## src/design/isstr_map.svh

```systemverilog
`ifndef ISSTR_MAP_SVH
`define ISSTR_MAP_SVH

// ==========================================================================
// Register offsets
`define ISSTR_REG_STATUS    8'h0F
`define ISSTR_REG_AGING     8'h10
`define ISSTR_REG_TEMP_INT  8'h11
`define ISSTR_REG_TEMP_FRAC 8'h12
`define ISSTR_REG_LAST      8'h12

// ==========================================================================
// Bus address and field positions
`define ISSTR_SLAVE_ADDR    7'h68
`define ISSTR_BYTE_BITS     4'h8
`define ISSTR_BIT_OSF       3'h7
`define ISSTR_BIT_EN32      3'h3
`define ISSTR_BIT_BUSY      3'h2
`define ISSTR_BIT_A2F       3'h1
`define ISSTR_BIT_A1F       3'h0

// ==========================================================================
// Reset values
`define ISSTR_OSF_RST       1'h1
`define ISSTR_EN32_RST      1'h1
`define ISSTR_AGING_RST     8'h00
`define ISSTR_TEMP_RST      10'h000

// ==========================================================================
// Timing
`define ISSTR_CLK_HZ        32'h0131_2D00
`define ISSTR_HZ_PER_MHZ    32'h000F_4240
`define ISSTR_PERIOD_S      32'h0000_0040
`define ISSTR_FORCE_CONVERSION_US       32'h0000_00C8
`define ISSTR_WAVE_HZ       32'h0000_8000

`endif

```

## src/design/isstr_pkg.sv

```systemverilog
package isstr_pkg;

  typedef enum logic [5:0] {
    BUS_IDLE  = 6'h01,
    BUS_ADDR  = 6'h02,
    BUS_WDATA = 6'h04,
    BUS_ACK   = 6'h08,
    BUS_RDATA = 6'h10,
    BUS_RACK  = 6'h20
  } isstr_bus_e_t;

  typedef enum logic [1:0] {
    FORCE_CONVERSION_IDLE = 2'h1,
    FORCE_CONVERSION_RUN  = 2'h2
  } isstr_force_conversion_e_t;

  typedef struct packed {
    isstr_bus_e_t st;
    logic [3:0]   bits;
    logic [7:0]   sh;
    logic [7:0]   ptr;
    logic         got_ptr;
    logic         rw;
    logic         nack;
    logic         sda_oe;
    logic         scl_q;
    logic         sda_q;
    logic         oscillator_stop_flag;
    logic         en32;
    logic         a2f;
    logic         a1f;
    logic [7:0]   aging;
    logic [8:0]   div;
    logic         wave;
    logic         int_oe;
    logic         access;
  } isstr_bus_st_t;

  typedef struct packed {
    isstr_force_conversion_e_t st;
    logic [31:0]   tick;
    logic [31:0]   run;
    logic          forced;
    logic          force_q;
    logic [9:0]    temp;
    logic [7:0]    cap;
    logic          done;
  } isstr_force_conversion_st_t;

endpackage

```

## src/design/isstr_force_conversion_if.sv

```systemverilog
`timescale 1ns/1ps

interface isstr_force_conversion_if;
  logic       force_force_conversion;
  logic       access;
  logic [7:0] aging;
  logic       busy;
  logic       done;
  logic [9:0] temp;

  modport ctl (output force_force_conversion, access, aging, input busy, done, temp);
  modport eng (input force_force_conversion, access, aging, output busy, done, temp);
endinterface

```

## src/design/isstr_force_conversion.sv

```systemverilog
`include "isstr_map.svh"
`timescale 1ns/1ps

module isstr_force_conversion #(
  parameter logic [31:0] PERIOD_CYCLES = `ISSTR_CLK_HZ * `ISSTR_PERIOD_S
) (
  input  wire logic       ref_clk,
  input  wire logic       rst,
  isstr_force_conversion_if.eng       cv,
  input  wire logic [9:0] temp_sample,
  input  wire logic [7:0] cap_code_calc,
  output logic      [7:0] cap_code,
  output logic            sensor_convert
);
  import isstr_pkg::*;

  localparam logic [31:0] FORCE_CONVERSION_CYCLES =
    (`ISSTR_CLK_HZ / `ISSTR_HZ_PER_MHZ) * `ISSTR_FORCE_CONVERSION_US;

  isstr_force_conversion_st_t c_q;
  isstr_force_conversion_st_t c_d;
  logic           frc;
  logic           period_hit;
  logic [9:0]     sum;

  always_comb begin
    c_d        = c_q;
    c_d.done   = 1'b0;
    c_d.force_q = cv.force_force_conversion;
    frc        = cv.force_force_conversion && !c_q.force_q;
    period_hit = (c_q.tick == PERIOD_CYCLES - 32'h0000_0001);
    c_d.tick   = period_hit ? 32'h0000_0000 : c_q.tick + 32'h0000_0001;
    sum = {2'b00, cap_code_calc} + {{2{cv.aging[7]}}, cv.aging};
    case (c_q.st)
      FORCE_CONVERSION_IDLE: begin
        if (period_hit || cv.access || frc) begin
          c_d.st     = FORCE_CONVERSION_RUN;
          c_d.run    = 32'h0000_0000;
          c_d.forced = frc;
        end
      end
      FORCE_CONVERSION_RUN: begin
        if (frc) begin
          c_d.forced = 1'b1;
        end
        if (c_q.run == FORCE_CONVERSION_CYCLES - 32'h0000_0001) begin
          c_d.st   = FORCE_CONVERSION_IDLE;
          c_d.done = 1'b1;
          c_d.temp = temp_sample;
          if (c_q.forced || temp_sample != c_q.temp) begin
            if (sum[9]) begin
              c_d.cap = 8'h00;
            end else if (sum[8]) begin
              c_d.cap = 8'hFF;
            end else begin
              c_d.cap = sum[7:0];
            end
          end
        end else begin
          c_d.run = c_q.run + 32'h0000_0001;
        end
      end
      default: begin
        c_d.st = FORCE_CONVERSION_IDLE;
      end
    endcase
  end

  always_ff @(posedge ref_clk or posedge rst) begin
    if (rst) begin
      // Power-up starts a forced conversion at once from a 0 degC reading.
      c_q <= '{st: FORCE_CONVERSION_RUN, forced: 1'b1, temp: `ISSTR_TEMP_RST,
               default: '0};
    end else begin
      c_q <= c_d;
    end
  end

  assign cv.busy        = (c_q.st == FORCE_CONVERSION_RUN);
  assign sensor_convert = (c_q.st == FORCE_CONVERSION_RUN);
  assign cv.done        = c_q.done;
  assign cv.temp        = c_q.temp;
  assign cap_code       = c_q.cap;
endmodule

```

## src/design/isstr_regs_i2c.sv

```systemverilog
// What this block does
// - Oscillator stop flag sets whenever the oscillator stops; stays until written 0.
// - Stop flag also sets at power-up and on battery-mode oscillator disable.
// - Clock output enable drives 32.768 kHz square wave; otherwise pin floats.
// - Clock output enable resets to 1; wave runs if oscillator runs.
// - Conversion busy rises with sensor convert, clears when processing idles.
// - Alarm 2 match sets second flag; pin asserts if enabled and selected.
// - Alarm 1 match sets first flag; pin asserts if enabled and selected.
// - Writing 0 clears an alarm flag; writing 1 leaves it unchanged.
// - Aging trim is two's complement, sign in bit 7, one capacitor per LSB.
// - Trim is added on changed-temperature periodic and on forced conversions.
// - Positive trim raises capacitance code, negative lowers it.
// - Temperature is 10-bit two's complement quarter degrees at 11h and 12h.
// - Power reset loads 0 degC and starts a conversion immediately.
// - Conversions at power-up, battery-mode access, then periodically; registers update.
// - Temperature registers are read-only; serial writes are ignored.
// - Device is slave only, for 100 kHz and 400 kHz masters.
// - Data falling with clock high is START; rising is STOP.
// - Data changes only while clock low; one clock pulse per bit.
// - Bytes move MSB first with ninth acknowledge; master sets byte count.
// - Receiver holds data low through the high phase of the acknowledge pulse.
// - Master ends read with no acknowledge; slave releases data line.
// - Only slave address 1101000 answers; direction bit 0 write, 1 read.
// - First written byte loads the pointer; later bytes write and increment.
// - Reads start at the current pointer, kept from the previous access.
`include "isstr_map.svh"
`timescale 1ns/1ps

module isstr_regs_i2c #(
  parameter logic [31:0] PERIOD_CYCLES = `ISSTR_CLK_HZ * `ISSTR_PERIOD_S
) (
  input  wire logic       ref_clk,
  input  wire logic       rst,
  input  wire logic       scl,
  input  wire logic       sda_in,
  output logic            sda_out,
  output logic            sda_oe,
  input  wire logic       osc_stopped,
  input  wire logic       battery_mode,
  input  wire logic       battery_osc_disable,
  input  wire logic       force_conversion,
  input  wire logic       first_alarm_match,
  input  wire logic       second_alarm_match,
  input  wire logic       first_alarm_irq_enable,
  input  wire logic       second_alarm_irq_enable,
  input  wire logic       interrupt_select,
  input  wire logic [9:0] temp_sample,
  input  wire logic [7:0] cap_code_calc,
  output logic      [7:0] cap_code,
  output logic            sensor_convert,
  output logic            conversion_busy,
  output logic            conversion_done,
  output logic            clk32k_out,
  output logic            clk32k_oe,
  output logic            interrupt_wave_pin_n_out,
  output logic            interrupt_wave_pin_n_oe
);
  import isstr_pkg::*;

  // ========================================================================
  // Constants and helpers
  localparam logic [8:0] HALF_WAVE =
    9'(`ISSTR_CLK_HZ / (32'h0000_0002 * `ISSTR_WAVE_HZ));

  function automatic logic [7:0] nxt_ptr(input logic [7:0] p);
    nxt_ptr = (p == `ISSTR_REG_LAST) ? 8'h00 : p + 8'h01;
  endfunction

  function automatic logic [7:0] rd_reg(
    input logic [7:0]    a,
    input isstr_bus_st_t s,
    input logic          busy,
    input logic [9:0]    t
  );
    logic [7:0] v;
    v = 8'h00;
    case (a)
      `ISSTR_REG_STATUS: begin
        v[`ISSTR_BIT_OSF]  = s.oscillator_stop_flag;
        v[`ISSTR_BIT_EN32] = s.en32;
        v[`ISSTR_BIT_BUSY] = busy;
        v[`ISSTR_BIT_A2F]  = s.a2f;
        v[`ISSTR_BIT_A1F]  = s.a1f;
      end
      `ISSTR_REG_AGING:     v = s.aging;
      `ISSTR_REG_TEMP_INT:  v = t[9:2];
      `ISSTR_REG_TEMP_FRAC: v = {t[1:0], 6'h00};
      default:              v = 8'h00;
    endcase
    rd_reg = v;
  endfunction

  // ========================================================================
  // Input synchronisers and conversion engine
  logic [3:0] sy;
  logic       scl_s;
  logic       sda_s;
  logic       osc_stop_s;
  logic       batt_s;

  isstr_sync #(
    .W (4)
  ) u_sync (
    .ref_clk (ref_clk),
    .rst     (rst),
    .d       ({battery_mode, osc_stopped, sda_in, scl}),
    .q       (sy)
  );

  assign scl_s      = sy[0];
  assign sda_s      = sy[1];
  assign osc_stop_s = sy[2];
  assign batt_s     = sy[3];

  isstr_force_conversion_if cvi ();

  isstr_force_conversion #(
    .PERIOD_CYCLES (PERIOD_CYCLES)
  ) u_force_conversion (
    .ref_clk        (ref_clk),
    .rst            (rst),
    .cv             (cvi),
    .temp_sample    (temp_sample),
    .cap_code_calc  (cap_code_calc),
    .cap_code       (cap_code),
    .sensor_convert (sensor_convert)
  );

  // ========================================================================
  // Serial slave and register slice
  isstr_bus_st_t q;
  isstr_bus_st_t d;
  logic          scl_rise;
  logic          scl_fall;
  logic          start_c;
  logic          stop_c;
  logic          osc_run;
  logic          load;
  logic [7:0]    rd_byte;

  assign scl_rise = scl_s && !q.scl_q;
  assign scl_fall = !scl_s && q.scl_q;
  assign start_c  = scl_s && q.scl_q && q.sda_q && !sda_s;
  assign stop_c   = scl_s && q.scl_q && !q.sda_q && sda_s;
  // Oscillator counts as stopped when battery mode disables it.
  assign osc_run  = !osc_stop_s && !(batt_s && battery_osc_disable);
  assign rd_byte  = rd_reg(q.ptr, q, cvi.busy, cvi.temp);

  always_comb begin
    d        = q;
    d.scl_q  = scl_s;
    d.sda_q  = sda_s;
    d.access = 1'b0;
    load     = 1'b0;
    if (start_c) begin
      d.st      = BUS_ADDR;
      d.bits    = 4'h0;
      d.got_ptr = 1'b0;
      d.sda_oe  = 1'b0;
    end else if (stop_c) begin
      d.st     = BUS_IDLE;
      d.sda_oe = 1'b0;
    end else begin
      case (q.st)
        BUS_IDLE: begin
          d.sda_oe = 1'b0;
        end
        BUS_ADDR, BUS_WDATA: begin
          if (scl_rise && q.bits < `ISSTR_BYTE_BITS) begin
            d.sh   = {q.sh[6:0], sda_s};
            d.bits = q.bits + 4'h1;
          end else if (scl_fall && q.bits == `ISSTR_BYTE_BITS) begin
            d.bits = 4'h0;
            if (q.st == BUS_ADDR) begin
              if (q.sh[7:1] == `ISSTR_SLAVE_ADDR) begin
                d.rw     = q.sh[0];
                d.sda_oe = 1'b1;
                d.st     = BUS_ACK;
                d.access = batt_s;
              end else begin
                d.st = BUS_IDLE;
              end
            end else begin
              d.sda_oe = 1'b1;
              d.st     = BUS_ACK;
              if (!q.got_ptr) begin
                d.ptr     = q.sh;
                d.got_ptr = 1'b1;
              end else begin
                case (q.ptr)
                  `ISSTR_REG_STATUS: begin
                    d.oscillator_stop_flag  = q.oscillator_stop_flag & q.sh[`ISSTR_BIT_OSF];
                    d.en32 = q.sh[`ISSTR_BIT_EN32];
                    d.a2f  = q.a2f & q.sh[`ISSTR_BIT_A2F];
                    d.a1f  = q.a1f & q.sh[`ISSTR_BIT_A1F];
                  end
                  `ISSTR_REG_AGING: begin
                    d.aging = q.sh;
                  end
                  // Temperature and unmapped offsets ignore the data.
                  default: begin
                    d.aging = q.aging;
                  end
                endcase
                d.ptr = nxt_ptr(q.ptr);
              end
            end
          end
        end
        BUS_ACK: begin
          if (scl_fall) begin
            d.sda_oe = 1'b0;
            if (q.rw) begin
              load = 1'b1;
            end else begin
              d.st = BUS_WDATA;
            end
          end
        end
        BUS_RDATA: begin
          if (scl_fall) begin
            if (q.bits == 4'h7) begin
              d.sda_oe = 1'b0;
              d.st     = BUS_RACK;
            end else begin
              d.sh     = {q.sh[6:0], 1'b0};
              d.sda_oe = !q.sh[6];
              d.bits   = q.bits + 4'h1;
            end
          end
        end
        BUS_RACK: begin
          if (scl_rise) begin
            d.nack = sda_s;
          end
          if (scl_fall) begin
            if (q.nack) begin
              d.st = BUS_IDLE;
            end else begin
              load = 1'b1;
            end
          end
        end
        default: begin
          d.st     = BUS_IDLE;
          d.sda_oe = 1'b0;
        end
      endcase
    end
    if (load) begin
      d.sh     = rd_byte;
      d.sda_oe = !rd_byte[7];
      d.ptr    = nxt_ptr(q.ptr);
      d.bits   = 4'h0;
      d.st     = BUS_RDATA;
    end
    // Hardware sets take priority over a software clear in the same cycle.
    if (!osc_run) begin
      d.oscillator_stop_flag = 1'b1;
    end
    if (second_alarm_match) begin
      d.a2f = 1'b1;
    end
    if (first_alarm_match) begin
      d.a1f = 1'b1;
    end
    d.int_oe = interrupt_select &&
               ((q.a1f && first_alarm_irq_enable) ||
                (q.a2f && second_alarm_irq_enable));
    if (osc_run) begin
      if (q.div == HALF_WAVE - 9'h001) begin
        d.div  = 9'h000;
        d.wave = !q.wave;
      end else begin
        d.div = q.div + 9'h001;
      end
    end
  end

  always_ff @(posedge ref_clk or posedge rst) begin
    if (rst) begin
      q <= '{st:    BUS_IDLE,
             scl_q: 1'b1,
             sda_q: 1'b1,
             oscillator_stop_flag:   `ISSTR_OSF_RST,
             en32:  `ISSTR_EN32_RST,
             aging: `ISSTR_AGING_RST,
             default: '0};
    end else begin
      q <= d;
    end
  end

  // ========================================================================
  // Outputs
  assign cvi.force_force_conversion = force_conversion;
  assign cvi.access     = q.access;
  assign cvi.aging      = q.aging;

  assign sda_out                  = 1'b0;
  assign sda_oe                   = q.sda_oe;
  assign clk32k_out               = q.wave;
  assign clk32k_oe                = q.en32;
  assign interrupt_wave_pin_n_out = 1'b0;
  assign interrupt_wave_pin_n_oe  = q.int_oe;
  assign conversion_busy          = cvi.busy;
  assign conversion_done          = cvi.done;
endmodule

```

## src/design/isstr_sync.sv

```systemverilog
`timescale 1ns/1ps

module isstr_sync #(
  parameter int W = 4
) (
  input  wire logic         ref_clk,
  input  wire logic         rst,
  input  wire logic [W-1:0] d,
  output logic      [W-1:0] q
);
  import isstr_pkg::*;

  typedef struct packed {
    logic [W-1:0] s1;
    logic [W-1:0] s2;
  } isstr_sync_st_t;

  isstr_sync_st_t r_q;
  isstr_sync_st_t r_d;

  always_comb begin
    r_d    = r_q;
    r_d.s1 = d;
    r_d.s2 = r_q.s1;
  end

  always_ff @(posedge ref_clk or posedge rst) begin
    if (rst) begin
      r_q <= '{s1: '1, s2: '1};
    end else begin
      r_q <= r_d;
    end
  end

  assign q = r_q.s2;
endmodule

```

## config.mk

```make
export PLATFORM = sky130hd
export DESIGN_NAME = isstr_regs_i2c
export DESIGN_NICKNAME = d
export VERILOG_FILES = /design/src/design/isstr_pkg.sv /design/src/design/isstr_force_conversion_if.sv /design/src/design/isstr_force_conversion.sv /design/src/design/isstr_regs_i2c.sv /design/src/design/isstr_sync.sv
export VERILOG_INCLUDE_DIRS = /design/src /design/src/design
export SDC_FILE = /design/constraint.sdc
export NUM_CORES = 1
export LEC_CHECK = 0
export BUFFER_PORTS_ARGS = -buffer_cell sky130_fd_sc_hd__buf_2
export CAP_MARGIN = 20
export CORE_UTILIZATION = 25
export DETAILED_ROUTE_END_ITERATION = 7
export PLACE_DENSITY = 0.46
export SKIP_LAST_GASP = 1
export SLEW_MARGIN = 10
export SYNTH_ARGS = -nofsm -noshare
export SYNTH_HDL_FRONTEND = slang
export SYNTH_SLANG_ARGS = --single-unit
```

## constraint.sdc

```tcl
create_clock -name ref_clk -period 6.4 [get_ports ref_clk]
set_input_delay 0.32 -clock ref_clk [delete_from_list [all_inputs] [get_ports ref_clk]]
set_output_delay 0.32 -clock ref_clk [all_outputs]
set_load 0.05 [all_outputs]
```

# After elaboration in Yosys (flattened, before gate mapping)
# Cells that the tools add are included.
# totals
regBits	151
in_bits	31
output_inout_bits	17
word_cells	255
# classes
n_mux	84
eq_ne	64
magnitude_cmp	1
bitwise_logic	7
n_addsub	6
n_reduce_logical	64
# ops
op	count
two-way mux 12 bit	8
case mux 33 bit (2 select lines)	1
adder 32 x 1 -> 32 bit, second input constant	2
two-way mux 32 bit	2
two-way mux 10 bit	5
two-way mux 6 bit	8
two-way mux 8 bit	6
!= test 5 bit, second input constant	9
AND reduction 8 bit	5
!= test 2 bit, second input constant	19
two-way mux 1 bit	34
two-way mux 33 bit	1
== test 32 x 12 -> 1 bit, second input constant	1
== test 32 x 31 -> 1 bit, second input constant	1
case mux 6 bit (5 select lines)	1
two-way mux 26 bit	1
nonzero test 2 bit	13
== test 8 x 5 -> 1 bit, second input constant	3
case mux 12 bit (2 select lines)	1
two-way mux 23 bit	1
two-way mux 18 bit	1
two-way mux 9 bit	2
AND reduction 6 bit	3
two-way mux 16 bit	1
other kinds (45)	97

# Longest topological paths before layout
# Gate-level depths: netlist of run 1.
# depth
word_depth	10
depth_mapped	9
mapped_depth_nobuf	9

# By module
# Synthesis of run 1 repeated with hierarchy kept, for this count alone.
# hier_totals
cells_unflattened	865
hier_area_um2	8445.6
# modules_own_cells
module	area_per_inst_um2	seq_area_each_um2	n_inst	cells_per_inst
isstr_force_conversion	4872.2	2179.6	1	502
isstr_regs_i2c	3359.5	1407.6	1	354
isstr_sync	214.0	210.2	1	9

# Least setup slack after synthesis of run 1
# Ideal clock, no wire load.
# synth_timing
path_kind	register to register
from	register q[51] (netlist name)
to	register q[52] (netlist name)
setup_slack_ns	4.062
path_stages_with_launch	9
arrival_time_ns	2.213
period_less_slack_ns	2.338
setup_ns	0.125
path_buffers	2
path_cell_list	dfrtp_1 -> or4_1 -> buf_2 -> nor3_1 -> o21a_1 -> buf_2 -> nor2_1 -> a21oi_2 -> mux2_2
# synth_via
elab_chain_cells	8
# synth_lines
element	line_no	source
start: declaration	isstr_regs_i2c.sv:131	isstr_bus_st_t q;
start signal: assignment	isstr_regs_i2c.sv:282	q <= '{st: BUS_IDLE,
== test 6 x 2 -> 1 bit	isstr_regs_i2c.sv:164, isstr_regs_i2c.sv:174	
two-way mux 6 bit	isstr_regs_i2c.sv:174	if (q.st == BUS_ADDR) begin
two-way mux 10 bit	isstr_regs_i2c.sv:172	end else if (scl_fall && q.bits == `ISSTR_BYTE_BITS) begin
two-way mux 6 bit	isstr_regs_i2c.sv:169	if (scl_rise && q.bits < `ISSTR_BYTE_BITS) begin
case mux 6 bit (5 select lines)	isstr_regs_i2c.sv:164	case (q.st)
two-way mux 6 bit	isstr_regs_i2c.sv:160	end else if (stop_c) begin
two-way mux 10 bit	isstr_regs_i2c.sv:155	if (start_c) begin
two-way mux 26 bit	isstr_regs_i2c.sv:250	if (load) begin
# Several ways; a longest one is shown, not always the timed one. The select of a mux whose other input is x is not followed.
# A chain may end at the register's enable or synchronous reset.

# Worst setup path after layout of run 1
# layout_timing
from	register u_force_conversion.c_q[21] (netlist name)
to	register u_force_conversion.c_q, in the netlist u_force_conversion.cap_code[6]
# layout_via
elab_chain_cells	2
# layout_lines
element	line_no	source
start: declaration	isstr_force_conversion.sv:20	isstr_force_conversion_st_t c_q;
start signal: assignment	isstr_force_conversion.sv:72	c_q <= '{st: FORCE_CONVERSION_RUN, forced: 1'b1, temp: `ISSTR_TEMP_RST,
== test 32 x 12 -> 1 bit	isstr_force_conversion.sv:46	if (c_q.run == FORCE_CONVERSION_CYCLES - 32'h0000_0001) begin
AND reduction 3 bit (no line)	--	
# No other way between the ends.

==> impl_metrics.tcl, run 1 <==
set metrics [dict create \
    fillers 3239 \
    peakVddDrop_uv 186 \
    muxShareOfSynthArea_pct 3.81 \
    clock_sinks 151 \
    critical_path_class "reg2reg" \
    cts_buffers 17 \
    cp_max_fo 11 \
    fin_crit_sh_pct 43.6 \
    tns_ns 0 \
    insertion_delay_ns 0.43 \
    hold_class "in2async" \
    cts_tree "done" \
    via_per_inst 4.78 \
    drv_cap 0 \
    synthAdderAreaFrac_pct 3.25 \
    yosysWarnings 0 \
    synth_area_sq_um 7920 \
    io_buffers 45 \
    syn_inst 816 \
    final_hold_viol_count 0 \
    vias 6070 \
    path_clk_slew_ns 0.07 \
    ant_nets 0 \
    synth_top_family_by_area "simple AND/OR/NAND/NOR gates" \
    final_common_cell "dfrtp_1" \
    max_slew_margin_pct 35.6 \
    drt-total-wl_um 18900 \
    die_w_um 180 \
    cp_cell_sequence "ha_1 > and4_1 > nand4_1 > nor4_2 > buf_4 > o21ai_2 > or4_1 > o21ai_1" \
    grt_overflow 0 \
    track_usage_pct 12.2 \
    max_stage_delay_ns 0.71 \
    synth_edf_count 0 \
    synth_seq_area_share_pct 47.9 \
    ctsResizeCount 0 \
    layout_min_cycle_time_ns 2.79 \
    routabilityCongestion 0.836 \
    timing.hold.ws_ns 0.0116 \
    crit_slowest_cell "or4_1" \
    p_leak_nw 3.94 \
    avgSynthCellArea_sq_um 9.71 \
    synth.distinct_cells 72 \
    multiInputGateArea_sq_um 3830 \
    crit_arrival_ns 3.14 \
    wl_per_cell_um 14.9 \
    cts_root_buf "clkbuf_16" \
    critPathLaunchType "register" \
    grt_pass1_vias 5925 \
    die-area_sq_um 32400 \
    grt_pass1_wl_um 31400 \
    required_ns 6.75 \
    power_density_nw_per_um2 243 \
    grt_antenna_before_repair 2 \
    finClkSkew_ns 0.0122 \
    seq_area_sq_um 3800 \
    path_delay_family "simple AND/OR/NAND/NOR gates" \
    drt_iter0_drc 335 \
    synth_seq_cells 151 \
    clock_path_buffers 2 \
    dieHeight_um 180 \
    insertedDiodeCount 0 \
    dr.pass1.iters 5 \
    crit_buf_inv 1 \
    grt_setup_unrepaired "false" \
    drc_errors 0 \
    final_util_pct 29.6 \
    rows 64 \
    post_cts_buffers 0 \
    synthXorXnorAreaFrac_pct 8.51 \
    cts.hold.buffers_added 5 \
    cp-end-kind "register" \
    synth-simple-area-share_pct 21.4 \
    setup_viol 0 \
    area_growth_pct 15.6 \
    synth_compound_area_share_pct 11.3 \
    maxSlewViolCount 0 \
    final_cell_mix "dfrtp_1 (136), nor2_1 (92), nand2_1 (65)" \
    async_reset_ff_share_pct 100 \
    nNetsFinal 911 \
    start_util_pct 25.6 \
    ios 48 \
    status "completed" \
    worst_slew_pin_slew_ns 0.965 \
    dominantRegCellSynth "dfrtp_1" \
    grt_max_degree 81 \
    fmax_mhz 358 \
    cts.htree.levels 4 \
    core_area_sq_um 30900 \
    power_w 0.00222 \
    drive_above_1_share_pct 16.4 \
    dpl.hpwl_um 13500 \
]
-- synthesized netlist by cell type (3+ instances only) --
| library cell | number | area [sq um] |
|---|---|---|
| dfrtp_1 | 136 | 3400 |
| nor2_1 | 92 | 345 |
| nand2_1 | 65 | 244 |
| xnor2_1 | 44 | 385 |
| nand3_1 | 42 | 210 |
| o21ai_0 | 41 | 205 |
| inv_1 | 35 | 131 |
| xor2_1 | 33 | 289 |
| a21oi_1 | 26 | 130 |
| mux2_2 | 25 | 282 |
| nor3_1 | 23 | 115 |
| ha_1 | 19 | 238 |
| nand4_1 | 18 | 113 |
| nor4_1 | 16 | 100 |
| dfstp_2 | 15 | 394 |
| and3_1 | 13 | 81.3 |
| clkbuf_1 | 13 | 48.8 |
| buf_4 | 11 | 82.6 |
| nand2b_1 | 10 | 62.6 |
| a22oi_1 | 9 | 67.6 |
| and2_1 | 8 | 50.1 |
| o21ai_1 | 8 | 40.0 |
| a31oi_1 | 7 | 43.8 |
| buf_2 | 7 | 35.0 |
| nor2b_1 | 7 | 43.8 |
| and4_1 | 6 | 52.6 |
| or2_2 | 6 | 37.5 |
| or3_1 | 6 | 37.5 |
| o22ai_1 | 5 | 31.3 |
| o31ai_1 | 5 | 37.5 |
| a21o_1 | 4 | 30.0 |
| or4_1 | 4 | 30.0 |
| a221oi_1 | 3 | 26.3 |
| nor3b_1 | 3 | 22.5 |
| nor4b_1 | 3 | 26.3 |
| o2bb2ai_1 | 3 | 26.3 |
| o31a_1 | 3 | 26.3 |
-- through the flow --
step                instance area, sq um  setup slack, ns  cells
floorplan                           7930             2.04    817
global placement                    8510             3.63   1230
detailed placement                  8510             3.60   1230
CTS                                 9150             3.58   1267
global route                        9160             3.38   1269
finish                              9160             3.61   1269
-- report_power, final --
group	internal (W)	leakage, nW	switching, W
Sequential	0.000995	2.01	0.0000482
Clock	0.000551	0.278	0.000456
Combinational	0.0000716	1.65	0.0000998
-- final timing paths --
| path | slack (ns) | depth (start not counted) | to | from |
|---|---|---|---|---|
| min reg2reg | 0.36 | 0 | u_sync.q[0] | u_sync.r_d[0] |
| max | 3.61 | 8 | u_force_conversion.cap_code[6] | u_force_conversion.c_q[21] |
| min in group ref_clk | 0.11 | 2 | q[21] | second_alarm_match |
| min | 0.01 | 2 | clk32k_out | rst |
| max reg2reg | 3.61 | 8 | u_force_conversion.cap_code[6] | u_force_conversion.c_q[21] |
| max in group asynchronous | 4.90 | 3 | u_force_conversion.cap_code[5] | rst |
-- state kept, by name, indices dropped and copies added (netlist names), 4 cells and up --
register	count
u_sync.q	4
u_force_conversion.cap_code	8
q	43
cvi.aging	8
u_force_conversion.c_q	68
u_sync.r_d	4
u_force_conversion.cv.temp	10
-- area by class of cell --
type                    count  share of cell area [%]
clock inverters            15                    1.72
flip-flops and latches    151                    41.5
clock buffers              17                    4.65
inverters                  35                    1.49
well taps                 396                    5.41
repair buffers             56                    3.44
multi-input cells         599                    41.8
-- layer usage --
| layer | vias to the layer above | wire length, um | global-route usage [%] |
|---|---|---|---|
| met5 | - | 13 | 0 |
| met4 | 2 | 218 | 3.52 |
| met3 | 19 | 731 | 3.03 |
| met2 | 122 | 8940 | 19.8 |
| met1 | 2965 | 9030 | 15.9 |
| li1 | 2962 | - | - |
-- logic make-up after synthesis --
family	Yosys count
compound gates	139
buf+inv	67
mux	27
simple gates	334
other cells	1
flops	151
fa+ha+maj	20
xor+xnor	77
Note: power is estimated with default switching activity, not from simulation.
==> inputs of run 2 (changes only) <==
--- a/config.mk
+++ b/config.mk
@@ -10,7 +10,7 @@
 export CAP_MARGIN = 20
 export CORE_UTILIZATION = 25
 export DETAILED_ROUTE_END_ITERATION = 7
-export PLACE_DENSITY = 0.46
+export PLACE_DENSITY = 0.47
 export SKIP_LAST_GASP = 1
 export SLEW_MARGIN = 10
 export SYNTH_ARGS = -nofsm -noshare
==> constraint.sdc (replaced) <==
create_clock -name ref_clk -period 2.4 [get_ports ref_clk]
set_input_delay 0.12 -clock ref_clk [delete_from_list [all_inputs] [get_ports ref_clk]]
set_output_delay 0.12 -clock ref_clk [all_outputs]
set_load 0.05 [all_outputs]
==> impl_metrics.tcl, run 2 (same netlist as run 1, synthesis figures left out) <==
set metrics [dict create \
    grt_antenna_before_repair 1 \
    r2r-start "q[25]" \
    place_inst 1291 \
    drive_above_1_share_pct 22.5 \
    area_growth_pct 24.6 \
    dr.pass1.iters 4 \
    critPathLaunchType "register" \
    rows 64 \
    dpl.hpwl_um 14500 \
    grt_overflow 0 \
    clock_path_buffers 2 \
    maxSlewViolCount 0 \
    final_cell_mix "dfrtp_1 (136), nor2_1 (91), nand2_1 (65)" \
    cp_common_cell "buf_4" \
    fillers 3186 \
    required_ns 2.71 \
    dieHeight_um 180 \
    track_usage_pct 12.8 \
    wl_per_cell_um 14.7 \
    grt_pass1_vias 6358 \
    post_cts_buffers 0 \
    drt-total-wl_um 19700 \
    path_clk_slew_ns 0.06 \
    via_per_inst 4.66 \
    core_area_sq_um 30900 \
    p_int_w 0.00450 \
    regMostFlops "u_force_conversion.c_q" \
    crit_slowest_cell "dfstp_2" \
    final_area_sq_um 9870 \
    clkPwrFrac_pct 45.5 \
    drv_cap 0 \
    p_leak_nw 4.35 \
    sequentialPowerShare_pct 45.6 \
    cp-end-kind "register" \
    finClkSkew_ns 0.0123 \
    start_util_pct 25.6 \
    drt_iter0_drc 282 \
    comb_power_share_pct 8.9 \
    final_hold_viol_count 0 \
    cp_max_fo 8 \
    cp-startpoint "q[25]" \
    cts.htree.levels 4 \
    largest_reg_flops 68 \
    layout_min_cycle_time_ns 2.31 \
    final_common_cell "dfrtp_1" \
    insertion_delay_ns 0.43 \
    grt_setup_unrepaired "true" \
    cts_tree "done" \
    path_delay_family "simple AND/OR/NAND/NOR gates" \
    drc_errors 0 \
    hold_path.startpoint "temp_sample[5]" \
    fmax_mhz 432 \
    fin_crit_sh_pct 96.4 \
    ant_nets 0 \
    critical_path_class "reg2reg" \
    setup_viol 0 \
    insertedDiodeCount 0 \
    cts_root_buf "clkbuf_16" \
    hold_class "in2reg" \
    crit_arrival_ns 2.62 \
    routabilityCongestion 0.798 \
    vias 6241 \
    layout.cells.non_filler 1340 \
    status "completed" \
    max_slew_margin_pct 54.6 \
    crit_buf_inv 2 \
    die_w_um 180 \
    ios 48 \
    clock_sinks 151 \
    max_stage_delay_ns 0.57 \
    grt_max_degree 53 \
    peakVddDrop_uv 513 \
    cts_buffers 17 \
    nNetsFinal 982 \
    power_density_nw_per_um2 616 \
    die-area_sq_um 32400 \
    io_buffers 45 \
    place_area_sq_um 9020 \
    cp_cell_sequence "and2b_1 > and4b_1 > and4_1 > buf_4 > nand3_1 > nor3_2 > buf_4 > mux2_2" \
    switching_share_pct 26.0 \
    power.switching_w 0.00158 \
    tns_ns 0 \
    worst_slew_pin_slew_ns 0.681 \
    grt_pass1_wl_um 33100 \
]
run 2: layout make-up:
class                           count  area [sq um]  share of cell area (%)
Inverter                           35           135                    1.37
Sequential cell                   151          3800                    38.5
Tap cell                          396           495                    5.02
Multi-Input combinational cell    599          3910                    39.6
Clock inverter                     13           156                    1.58
Timing Repair Buffer              127           937                    9.49
Clock buffer                       19           443                    4.49
run 2: power by group through the flow:
stage	Sequential [W]	Combinational [W]	Clock (W)
2_1_floorplan	0.00279	0.000331	0
3_3_place_gp	0.00281	0.000515	0
3_5_place_dp	0.00281	0.000516	0
4_1_cts	0.00277	0.000539	0.00286
5_1_grt	0.00279	0.000609	0.00296
6_report	0.00277	0.000541	0.00277
run 2: repair_timing:
action / CTS / global route
gates resized for setup: 1 / 13
setup endpoints to repair: 9 / 46
pin swaps: 0 / 5
endpoints found under the hold margin: 34 / 0
hold buffers: 17 / 0
run 2: final timing paths:
check / slack [ns] / to / depth (start not counted)
hold / removal: 0.01 / u_force_conversion.cv.temp[5] / 2
max in group asynchronous: 1.35 / u_force_conversion.c_q[86] / 4
hold reg to reg: 0.35 / u_sync.q[3] / 0
min in group asynchronous: 0.32 / clk32k_out / 3
setup reg to reg: 0.09 / cvi.aging[6] / 8
setup / recovery: 0.09 / cvi.aging[6] / 8
run 2: per-stage QoR:
step                      util (%)  hold slack [ns]  total power (W)  worst slack (ns)
after floorplan                  -            0.124          0.00312            0.0621
after global placement        29.2            0.224          0.00333           0.00529
after detailed placement      29.2            0.227          0.00333           -0.0446
after CTS                     31.7         0.000343          0.00617         -0.000480
after global routing          31.9           0.0115          0.00636           -0.0561
final                         31.9           0.0142          0.00608            0.0867
run 2: metal layers:
metal | wire [um] | global-route usage (%)
met5 | 13 | 0
met4 | 316 | 3.90
met3 | 434 | 2.55
met2 | 9530 | 21.4
met1 | 9450 | 16.6
